$ cat config.mk
export PLATFORM = sky130hd
export DESIGN_NAME = mdmac_top
export DESIGN_NICKNAME = d
export VERILOG_FILES = /design/src/hw/mdmac_pkg.sv /design/src/hw/mdmac_arbiter.sv /design/src/hw/mdmac_top.sv
export SDC_FILE = /design/constraint.sdc
export NUM_CORES = 2
export LEC_CHECK = 0
export ABC_AREA = 1
export ABC_CLOCK_PERIOD_IN_PS = 73900
export BUFFER_PORTS_ARGS = -buffer_cell sky130_fd_sc_hd__buf_2
export CAP_MARGIN = 5
export CORE_MARGIN = 2
export CORE_UTILIZATION = 40
export CTS_BUF_LIST = sky130_fd_sc_hd__clkbuf_16
export CTS_CLUSTER_SIZE = 16
export DETAILED_ROUTE_END_ITERATION = 8
export PLACE_DENSITY_LB_ADDON = 0.12
export SETUP_SLACK_MARGIN = 0.02
export SYNTH_ARGS = -nofsm -noshare
export SYNTH_HDL_FRONTEND = slang
export SYNTH_SLANG_ARGS = --single-unit
export TNS_END_PERCENT = 50
$ cat constraint.sdc
create_clock -name clk_sys -period 73.9 [get_ports clk_sys]
set_input_delay 14.78 -clock clk_sys [delete_from_list [all_inputs] [get_ports clk_sys]]
set_output_delay 14.78 -clock clk_sys [all_outputs]
set_load 0.03 [all_outputs]
$ cat src/hw/mdmac_pkg.sv
package mdmac_pkg;

  // ==========================================================================
  // Channel geometry and bus widths.
  localparam int NUM_CH    = 8;
  localparam int CH_W      = 3;
  localparam int ADDR_W    = 32;
  localparam int DATA_W    = 32;
  localparam int CNT_W     = 17;
  localparam int REG_IDX_W = 8;

  // ==========================================================================
  // Register map: each channel owns a block of CH_STRIDE byte addresses.
  localparam logic [REG_IDX_W-1:0] CH_STRIDE   = 8'h10;
  localparam logic [3:0]           OFS_CTRL    = 4'h0;
  localparam logic [3:0]           OFS_PBASE   = 4'h4;
  localparam logic [3:0]           OFS_MBASE   = 4'h8;
  localparam logic [3:0]           OFS_COUNT   = 4'hC;
  localparam logic [REG_IDX_W-1:0] ADDR_STATUS = 8'h80;
  localparam logic [REG_IDX_W-1:0] ADDR_CLEAR  = 8'h84;
  localparam logic [REG_IDX_W-1:0] ADDR_SWTRIG = 8'h88;

  // ==========================================================================
  // Control word field positions.
  localparam int F_EN     = 0;
  localparam int F_TCIE   = 1;
  localparam int F_HTIE   = 2;
  localparam int F_DIR    = 4;
  localparam int F_CIRCULAR_ENABLE   = 5;
  localparam int F_PINC   = 6;
  localparam int F_MINC   = 7;
  localparam int F_PSIZE  = 8;
  localparam int F_MSIZE  = 10;
  localparam int F_PL     = 12;
  localparam int F_M2M    = 14;
  localparam int CTRL_W   = 15;

  localparam logic [CTRL_W-1:0] CTRL_RESET  = 15'h0000;
  localparam logic [ADDR_W-1:0] ADDR_RESET  = 32'h0000_0000;
  localparam logic [CNT_W-1:0]  CNT_RESET   = 17'h0_0000;
  localparam logic [CNT_W-1:0]  CNT_MAX     = 17'h1_0000;

  // Transfer size codes.
  localparam logic [1:0] SZ_BYTE = 2'h0;
  localparam logic [1:0] SZ_HALF = 2'h1;
  localparam logic [1:0] SZ_WORD = 2'h2;

  // Priority codes, higher code wins.
  localparam logic [1:0] PL_LOW = 2'h0;

  typedef enum logic [2:0] {
    MDMAC_IDLE,
    MDMAC_READ,
    MDMAC_WRITE,
    MDMAC_UPDATE,
    MDMAC_RELEASE
  } mdmac_state_t;

endpackage

$ cat src/hw/mdmac_arbiter.sv
`timescale 1ns/100ps
module mdmac_arbiter (
  input  wire logic [7:0]  pend,
  input  wire logic [15:0] prio,
  output logic             found,
  output logic [2:0]       winner
);

  // ==========================================================================
  // Fixed two-stage arbitration.
  // Highest priority level wins; ties go to the lower index because the
  // scan runs downward and an equal or better level replaces the winner.
  always_comb begin
    logic [1:0] best;
    best   = mdmac_pkg::PL_LOW;
    found  = 1'b0;
    winner = 3'h0;
    for (int i = mdmac_pkg::NUM_CH - 1; i >= 0; i--) begin
      if (pend[i] && (!found || prio[2*i +: 2] >= best)) begin
        found  = 1'b1;
        best   = prio[2*i +: 2];
        winner = 3'(i);
      end
    end
  end

endmodule

$ cat src/hw/mdmac_top.sv
// Operation
// - Eight channels, each with its own peripheral request line.
// - A software trigger starts a channel without a peripheral request.
// - Each channel has a programmable priority of four levels.
// - Equal priority levels go to the lower channel index.
// - Source and destination sizes set separately; data packed or unpacked.
// - Circular mode lets a channel run repeatedly over one buffer.
// - Half-transfer and complete flags ORed into one interrupt per channel.
// - Transfers mem-mem (RAM only), periph-mem, mem-periph, periph-periph.
// - Programmed count may reach 65536 items.
// - Controller is a bus master sharing the bus by round robin.
// - Processor stalls only when both target the same slave.
// - Serve by priority; acknowledge as the peripheral access happens (acked in the read phase, either direction).
// - Acknowledge holds until the request falls, then drops.
// - Each transfer reads, then writes, then updates the count.
// - Current addresses start at the programmed base addresses.
// - The remaining count drops by one after each transfer.
// - Non-circular channel serves nothing once its count is zero.
// - Circular channel, unless memory-to-memory, reloads count and addresses after the last transfer.
// - Memory-to-memory channel starts when enabled, stops at zero count.
`timescale 1ns/100ps
module mdmac_top (
  input  wire logic        clk_sys,
  input  wire logic        rst,
  input  wire logic [7:0]  reg_addr,
  input  wire logic [31:0] reg_wdata,
  input  wire logic        reg_wr,
  input  wire logic        reg_rd,
  output logic [31:0]      reg_rdata,
  input  wire logic [7:0]  periph_req,
  output logic [7:0]       periph_ack,
  output logic [7:0]       ch_irq,
  output logic             bus_req,
  input  wire logic        bus_gnt,
  output logic             bus_we,
  output logic [31:0]      bus_addr,
  output logic [1:0]       bus_size,
  output logic [31:0]      bus_wdata,
  input  wire logic [31:0] bus_rdata,
  input  wire logic        bus_done
);

  localparam int N = mdmac_pkg::NUM_CH;

  // ==========================================================================
  // Channel registers.
  logic [mdmac_pkg::CTRL_W-1:0] ctrl_reg  [N];
  logic [31:0]                  pbase_reg [N];
  logic [31:0]                  mbase_reg [N];
  logic [16:0]                  init_reg  [N];
  logic [16:0]                  cnt_reg   [N];
  logic [31:0]                  pcur_reg  [N];
  logic [31:0]                  mcur_reg  [N];
  logic [N-1:0]                 tc_reg;
  logic [N-1:0]                 ht_reg;
  logic [N-1:0]                 sw_reg;
  logic [N-1:0]                 ack_reg;
  logic [N-1:0]                 req_s1_reg, req_s2_reg, req_s3_reg;
  logic [N-1:0]                 req_lvl_reg;

  mdmac_pkg::mdmac_state_t state_reg;
  logic [2:0]              cur_reg;
  logic [31:0]             data_reg;
  logic [31:0]             rdata_reg;

  // ==========================================================================
  // Decode helpers.
  function automatic logic [31:0] size_step(input logic [1:0] sz);
    unique case (sz)
      mdmac_pkg::SZ_HALF: size_step = 32'h0000_0002;
      mdmac_pkg::SZ_WORD: size_step = 32'h0000_0004;
      default:            size_step = 32'h0000_0001;
    endcase
  endfunction

  // Narrow data is zero extended; wider source data is truncated.
  function automatic logic [31:0] fit(input logic [31:0] d,
                                      input logic [1:0]  sz);
    unique case (sz)
      mdmac_pkg::SZ_BYTE: fit = {24'h00_0000, d[7:0]};
      mdmac_pkg::SZ_HALF: fit = {16'h0000, d[15:0]};
      default:            fit = d;
    endcase
  endfunction

  function automatic logic is_ch_reg(input logic [7:0] a,
                                     input logic [3:0] ofs,
                                     input int         ch);
    is_ch_reg = (a == 8'(ch * 16) + {4'h0, ofs});
  endfunction

  // ==========================================================================
  // Request pins pass three flops; a level counts once stages two and three
  // agree, which filters a single-cycle glitch on the pin.
  always_ff @(posedge clk_sys or posedge rst) begin
    if (rst) begin
      req_s1_reg  <= 8'h00;
      req_s2_reg  <= 8'h00;
      req_s3_reg  <= 8'h00;
      req_lvl_reg <= 8'h00;
    end else begin
      req_s1_reg <= periph_req;
      req_s2_reg <= req_s1_reg;
      req_s3_reg <= req_s2_reg;
      for (int i = 0; i < N; i++) begin
        if (req_s2_reg[i] == req_s3_reg[i]) begin
          req_lvl_reg[i] <= req_s3_reg[i];
        end
      end
    end
  end

  // ==========================================================================
  // Pending requests and arbitration.
  logic [N-1:0] pend;
  logic [15:0]  prio;
  logic         found;
  logic [2:0]   winner;

  // A channel is eligible only when enabled with work left and its ack low.
  always_comb begin
    for (int i = 0; i < N; i++) begin
      pend[i] = ctrl_reg[i][mdmac_pkg::F_EN] && cnt_reg[i] != 17'h0_0000 &&
                !ack_reg[i] &&
                (req_lvl_reg[i] || sw_reg[i] ||
                 ctrl_reg[i][mdmac_pkg::F_M2M]);
      prio[2*i +: 2] = ctrl_reg[i][mdmac_pkg::F_PL +: 2];
    end
  end

  mdmac_arbiter u_arb (
    .pend   (pend),
    .prio   (prio),
    .found  (found),
    .winner (winner)
  );

  // ==========================================================================
  // Transfer sequencer; a new winner is taken only in IDLE.
  logic [mdmac_pkg::CTRL_W-1:0] cc;
  logic                         m2p;
  logic [1:0]                   src_sz, dst_sz;
  logic [31:0]                  src_addr, dst_addr;

  always_comb begin
    cc       = ctrl_reg[cur_reg];
    m2p      = cc[mdmac_pkg::F_DIR];
    src_sz   = m2p ? cc[mdmac_pkg::F_MSIZE +: 2] : cc[mdmac_pkg::F_PSIZE +: 2];
    dst_sz   = m2p ? cc[mdmac_pkg::F_PSIZE +: 2] : cc[mdmac_pkg::F_MSIZE +: 2];
    src_addr = m2p ? mcur_reg[cur_reg] : pcur_reg[cur_reg];
    dst_addr = m2p ? pcur_reg[cur_reg] : mcur_reg[cur_reg];
  end

  always_ff @(posedge clk_sys or posedge rst) begin
    if (rst) begin
      state_reg <= mdmac_pkg::MDMAC_IDLE;
      cur_reg   <= 3'h0;
      data_reg  <= 32'h0000_0000;
    end else begin
      unique case (state_reg)
        mdmac_pkg::MDMAC_IDLE: begin
          if (found) begin
            cur_reg   <= winner;
            state_reg <= mdmac_pkg::MDMAC_READ;
          end
        end
        mdmac_pkg::MDMAC_READ: begin
          if (bus_gnt && bus_done) begin
            data_reg  <= fit(bus_rdata, src_sz);
            state_reg <= mdmac_pkg::MDMAC_WRITE;
          end
        end
        mdmac_pkg::MDMAC_WRITE: begin
          if (bus_gnt && bus_done) begin
            state_reg <= mdmac_pkg::MDMAC_UPDATE;
          end
        end
        mdmac_pkg::MDMAC_UPDATE: begin
          state_reg <= mdmac_pkg::MDMAC_IDLE;
        end
        default: begin
          state_reg <= mdmac_pkg::MDMAC_IDLE;
        end
      endcase
    end
  end

  // Bus master outputs; the external round-robin matrix grants the bus.
  always_comb begin
    bus_req   = (state_reg == mdmac_pkg::MDMAC_READ) ||
                (state_reg == mdmac_pkg::MDMAC_WRITE);
    bus_we    = (state_reg == mdmac_pkg::MDMAC_WRITE);
    bus_addr  = bus_we ? dst_addr : src_addr;
    bus_size  = bus_we ? dst_sz : src_sz;
    bus_wdata = fit(data_reg, dst_sz);
  end

  // ==========================================================================
  // Acknowledge rises in the read phase, even when the peripheral is the write target, and falls after the
  // synchronised request has dropped.
  always_ff @(posedge clk_sys or posedge rst) begin
    if (rst) begin
      ack_reg <= 8'h00;
    end else begin
      for (int i = 0; i < N; i++) begin
        if (state_reg == mdmac_pkg::MDMAC_READ && cur_reg == 3'(i) &&
            !ctrl_reg[i][mdmac_pkg::F_M2M] && !sw_reg[i] &&
            req_lvl_reg[i]) begin
          ack_reg[i] <= 1'b1;
        end else if (!req_lvl_reg[i]) begin
          ack_reg[i] <= 1'b0;
        end
      end
    end
  end

  assign periph_ack = ack_reg;

  // ==========================================================================
  // Register writes, address and count update, flags.
  logic upd;
  assign upd = (state_reg == mdmac_pkg::MDMAC_UPDATE);

  generate
    for (genvar g = 0; g < N; g++) begin : g_ch
      logic last;
      logic [16:0] cnt_dec;
      assign cnt_dec = cnt_reg[g] - 17'h0_0001;
      assign last    = upd && cur_reg == 3'(g) && cnt_reg[g] == 17'h0_0001;

      always_ff @(posedge clk_sys or posedge rst) begin
        if (rst) begin
          ctrl_reg[g]  <= mdmac_pkg::CTRL_RESET;
          pbase_reg[g] <= mdmac_pkg::ADDR_RESET;
          mbase_reg[g] <= mdmac_pkg::ADDR_RESET;
          init_reg[g]  <= mdmac_pkg::CNT_RESET;
        end else if (reg_wr) begin
          if (is_ch_reg(reg_addr, mdmac_pkg::OFS_CTRL, g)) begin
            ctrl_reg[g] <= reg_wdata[mdmac_pkg::CTRL_W-1:0];
          end
          if (is_ch_reg(reg_addr, mdmac_pkg::OFS_PBASE, g)) begin
            pbase_reg[g] <= reg_wdata;
          end
          if (is_ch_reg(reg_addr, mdmac_pkg::OFS_MBASE, g)) begin
            mbase_reg[g] <= reg_wdata;
          end
          if (is_ch_reg(reg_addr, mdmac_pkg::OFS_COUNT, g) &&
              !ctrl_reg[g][mdmac_pkg::F_EN]) begin
            // Zero programs the full 65536.
            init_reg[g] <= (reg_wdata[15:0] == 16'h0000) ?
                           mdmac_pkg::CNT_MAX : {1'b0, reg_wdata[15:0]};
          end
        end
      end

      // Enabling (re)loads counter and current addresses from the bases.
      always_ff @(posedge clk_sys or posedge rst) begin
        if (rst) begin
          cnt_reg[g]  <= mdmac_pkg::CNT_RESET;
          pcur_reg[g] <= mdmac_pkg::ADDR_RESET;
          mcur_reg[g] <= mdmac_pkg::ADDR_RESET;
        end else if (!ctrl_reg[g][mdmac_pkg::F_EN]) begin
          cnt_reg[g]  <= init_reg[g];
          pcur_reg[g] <= pbase_reg[g];
          mcur_reg[g] <= mbase_reg[g];
        end else if (last && ctrl_reg[g][mdmac_pkg::F_CIRCULAR_ENABLE] &&
                     !ctrl_reg[g][mdmac_pkg::F_M2M]) begin
          cnt_reg[g]  <= init_reg[g];
          pcur_reg[g] <= pbase_reg[g];
          mcur_reg[g] <= mbase_reg[g];
        end else if (upd && cur_reg == 3'(g)) begin
          cnt_reg[g] <= cnt_dec;
          if (ctrl_reg[g][mdmac_pkg::F_PINC]) begin
            pcur_reg[g] <= pcur_reg[g] +
                           size_step(ctrl_reg[g][mdmac_pkg::F_PSIZE +: 2]);
          end
          if (ctrl_reg[g][mdmac_pkg::F_MINC]) begin
            mcur_reg[g] <= mcur_reg[g] +
                           size_step(ctrl_reg[g][mdmac_pkg::F_MSIZE +: 2]);
          end
        end
      end

      // Flags: a hardware set wins over a software clear in the same cycle.
      always_ff @(posedge clk_sys or posedge rst) begin
        if (rst) begin
          tc_reg[g] <= 1'b0;
          ht_reg[g] <= 1'b0;
          sw_reg[g] <= 1'b0;
        end else begin
          if (last) begin
            tc_reg[g] <= 1'b1;
          end else if (reg_wr && reg_addr == mdmac_pkg::ADDR_CLEAR &&
                       reg_wdata[g]) begin
            tc_reg[g] <= 1'b0;
          end
          if (upd && cur_reg == 3'(g) && cnt_dec == (init_reg[g] >> 1)) begin
            ht_reg[g] <= 1'b1;
          end else if (reg_wr && reg_addr == mdmac_pkg::ADDR_CLEAR &&
                       reg_wdata[8+g]) begin
            ht_reg[g] <= 1'b0;
          end
          // A software trigger is consumed by one transfer.
          if (reg_wr && reg_addr == mdmac_pkg::ADDR_SWTRIG &&
              reg_wdata[g]) begin
            sw_reg[g] <= 1'b1;
          end else if (upd && cur_reg == 3'(g)) begin
            sw_reg[g] <= 1'b0;
          end
        end
      end

      assign ch_irq[g] = (tc_reg[g] && ctrl_reg[g][mdmac_pkg::F_TCIE]) ||
        (ht_reg[g] && ctrl_reg[g][mdmac_pkg::F_HTIE]);
    end
  endgenerate

  // ==========================================================================
  // Read port: data in the cycle after the read strobe; unmapped reads zero.
  always_ff @(posedge clk_sys or posedge rst) begin
    if (rst) begin
      rdata_reg <= 32'h0000_0000;
    end else if (reg_rd) begin
      rdata_reg <= 32'h0000_0000;
      if (reg_addr == mdmac_pkg::ADDR_STATUS) begin
        rdata_reg <= {16'h0000, ht_reg, tc_reg};
      end
      for (int i = 0; i < N; i++) begin
        if (is_ch_reg(reg_addr, mdmac_pkg::OFS_CTRL, i)) begin
          rdata_reg <= {17'h0_0000, ctrl_reg[i]};
        end
        if (is_ch_reg(reg_addr, mdmac_pkg::OFS_PBASE, i)) begin
          rdata_reg <= pbase_reg[i];
        end
        if (is_ch_reg(reg_addr, mdmac_pkg::OFS_MBASE, i)) begin
          rdata_reg <= mbase_reg[i];
        end
        if (is_ch_reg(reg_addr, mdmac_pkg::OFS_COUNT, i)) begin
          rdata_reg <= {15'h0000, cnt_reg[i]};
        end
      end
    end else begin
      rdata_reg <= 32'h0000_0000;
    end
  end

  assign reg_rdata = rdata_reg;

endmodule

==> results.md <==
- Wire length on met1: 166.5 mm
- Commonest non-fill, non-tap cells in the layout: nand2_1 (2593), dfrtp_1 (1548), inv_1 (1446), o21ai_0 (1310), nor2_1 (534)
- Hold Crit Depth: 0
- GRT Total Usage: 34.62%
- CTS sink cnt: 1549
- Clock Tree Root: clkbuf_16
- Post-synth EDFFs: 0
- Die width: 465.7 um
- FILL cells: 21430
- Routability Congestion: 0.9778
- CP top delay family: buffers and inverters
- Sequential-to-total area share from yosys stat: 45.46%
- Async SR Flop Fraction: 100.0%
- Top Layer Used: met5
- Met2 WL: 163.4 mm
- Commonest non-fill, non-tap cell in the layout: nand2_1
- Layout cells sized above 1: 7.151%
- CTS H-tree lvls: 4
- Starting Density: 40.24%
- Post-Route WL: 382.8 mm
- Die Y: 465.7 um
- Clock Path Buffers: 3
- CTS tree: done
- Yosys warning count: 0
- Worst R2R Setup Slack: 65.07 ns
- Crit-path max FO: 63
- First-pass GRT wire length: 545.5 mm
- Vias: 79900
- Nature of the critical path endpoint: output pin
- Initial antenna violation count: 34
- RSZ-0062 raised after global routing: no
- Post-Syn Nets: 11040
- Clk_skew: 0.04194 ns
- Hold-fix buffers at CTS: 0
- CP startpoint: cur_reg[1]$_DFFE_PP0P_
- Drt drc: 0
- CP bufs+invs: 3
- Min cycle time layout: 19.75 ns
- Reg2reg end: cur_reg[2]$_DFFE_PP0P_
- PD cells: 25.10 mW/mm^2
- Hold WS: 0.3459 ns
- Slowest CP cell: o32ai_1
- Crit-path cells: nand2_4 -> buf_4 -> o22ai_1 -> o32ai_1 -> nand2_1 -> nand2_1 -> clkinv_1 -> nor2_1 -> a21oi_1 -> buf_2
- Final hold vios: 0
- Crit-path max cell delay: 0.91 ns
- CTS resizes: 0
- Hold EP: req_s2_reg[6]$_DFF_PP0_
- Detailed placement HPWL: 286.6 mm
- Via/cell ratio: 5.786
- Synth Flop Type: dfrtp_1
- Seq cells post-synth: 1549
- Fin util: 44.83%
- Relative slew slack: 16.16%
- Die area: 0.2169 sq mm
- Tcrit/Tclk final: 26.72%
- Clk_lat worst skew: 0.87 ns
- Largest net degree at the start of global routing: 162
- Io pins: 202
- CTS buffer count: 184
- Synthesis-to-finish area growth: 11.41%
- DRT iter0 DRCs: 10170
- Vias in the first global route: 75070
- Worst-path clk slew: 0.06 ns
- Slew Limit Fails: 0
- Post-DRT Antenna Nets: 0
- WP data required: 59.12 ns
- HP Class: reg2reg
- CP Launch Type: flip-flop
- Worst r2r path cells: 49
- Final worst slack: 54.15 ns
- Reg2reg start: cnt_reg[17]$_DFFE_PP0P_
- WL met3: 31.69 mm
- Grt total ovfl: 0
- Row Count: 169
- Max Cap Violations: 0
- DR WL/cell: 27.72 um
- Fmax: 50.64 MHz
- CP Class: reg2out
- Core area: 0.2119 sq mm
- Hold Startpoint: req_s1_reg[6]$_DFF_PP0_
- P_leak: 42.24 nW
- Cell mode on critical path: nand2_1
- Peak VDD IR: 0.00004333 V
- Status: completed
- Crit path DAT: 4.97 ns
- Mapped Avg Cell Area: 7.881 sq um
- Mapped Area: 0.08526 sq mm
- Setup Viol. Count Final: 0
- Post-CTS Setup Bufs: 0
- Mapped Cells: 10820
- Pre-CTS WS: 54.93 ns
- Tightest Pin Transition: 1.258 ns
- Port bufs: 201
- Count of cell types in the netlist: 70
- Setup TNS: 0 ns
- Fin nets: 11050
- Router iterations before antenna repair: 6
Yosys cell counts (9+ instances only):
cell type | n | area [sq um]
a221oi_1 | 29 | 254.0
nor2_1 | 557 | 2091
o21ai_0 | 1310 | 6556
nor4_2 | 17 | 212.7
o21ai_1 | 15 | 75.07
nor3_2 | 16 | 160.2
fa_1 | 16 | 320.3
buf_2 | 24 | 120.1
nand3_1 | 347 | 1737
nor3_1 | 171 | 855.8
o221ai_1 | 261 | 2286
o32ai_1 | 13 | 113.9
o2111ai_1 | 25 | 219.0
nor4_1 | 100 | 625.6
inv_2 | 28 | 105.1
ha_1 | 115 | 1439
inv_1 | 1429 | 5364
clkinv_1 | 9 | 33.78
nand3b_1 | 25 | 187.7
xnor2_1 | 53 | 464.2
o22ai_1 | 214 | 1339
nand4_1 | 109 | 681.9
xor2_1 | 526 | 4607
a21oi_1 | 284 | 1421
o211ai_1 | 180 | 1351
dfrtp_1 | 1549 | 38760
a22oi_1 | 126 | 945.9
buf_1 | 32 | 120.1
nand2_1 | 2613 | 9808
clkbuf_1 | 463 | 1738
or2_2 | 41 | 256.5
how the worst max path moves through the flow:
stage / to / slack [ns] / depth (start not counted)
2_1_floorplan: cnt_reg[0]$_DFFE_PP0P_ / 15.42 / 1
3_3_place_gp: reg_rdata[11]$_DFF_PP0_ / 54.93 / 28
3_5_place_dp: init_reg[49]$_DFFE_PP0P_ / 54.93 / 6
4_1_cts: bus_addr[8] / 54.06 / 9
5_1_grt: bus_wdata[13] / 53.78 / 8
6_report: bus_size[1] / 54.15 / 10
routing by layer:
layer | global-route usage, % | vias up
met5 | 0 | -
li1 | - | 35870
met4 | 17.28 | 16
met3 | 6.277 | 637
met1 | 49.10 | 39650
met2 | 50.61 | 3728
stage by stage:
stage               power [mW]  instances  area (sq um)
finish                   2.384      13810         94990
global route             2.473      13800         94960
CTS                      2.387      13800         94960
detailed placement       1.483      13460         89130
global placement         1.478      13460         89130
floorplan                1.272      10820         85260
cell families after synthesis:
logic type,after synthesis,synth area share [%]
buf+inv,1993,8.845
flops,1549,45.46
fa+ha+maj,139,2.157
compound gates,2513,17.62
xor+xnor,579,5.948
simple gates,4041,19.92
mux,4,0.04843
where the power goes:
| group | total (mW) | internal (mW) | switching [mW] |
|---|---|---|---|
| clock | 0.906 | 0.516 | 0.391 |
| sequential | 0.961 | 0.905 | 0.0563 |
| combinational | 0.517 | 0.129 | 0.388 |
area by class of cell:
cell class	instances	area, sq um	area share, %
clock buffers	189	4730	4.979
well taps	2821	3530	3.716
repair buffers	352	2202	2.318
multi-input cells	7276	39120	41.18
flip-flops and latches	1549	38760	40.81
clock inverters	145	1100	1.158
inverters	1466	5518	5.809
diodes	12	30.03	0.03161
Power figures use the tool's default switching activity.
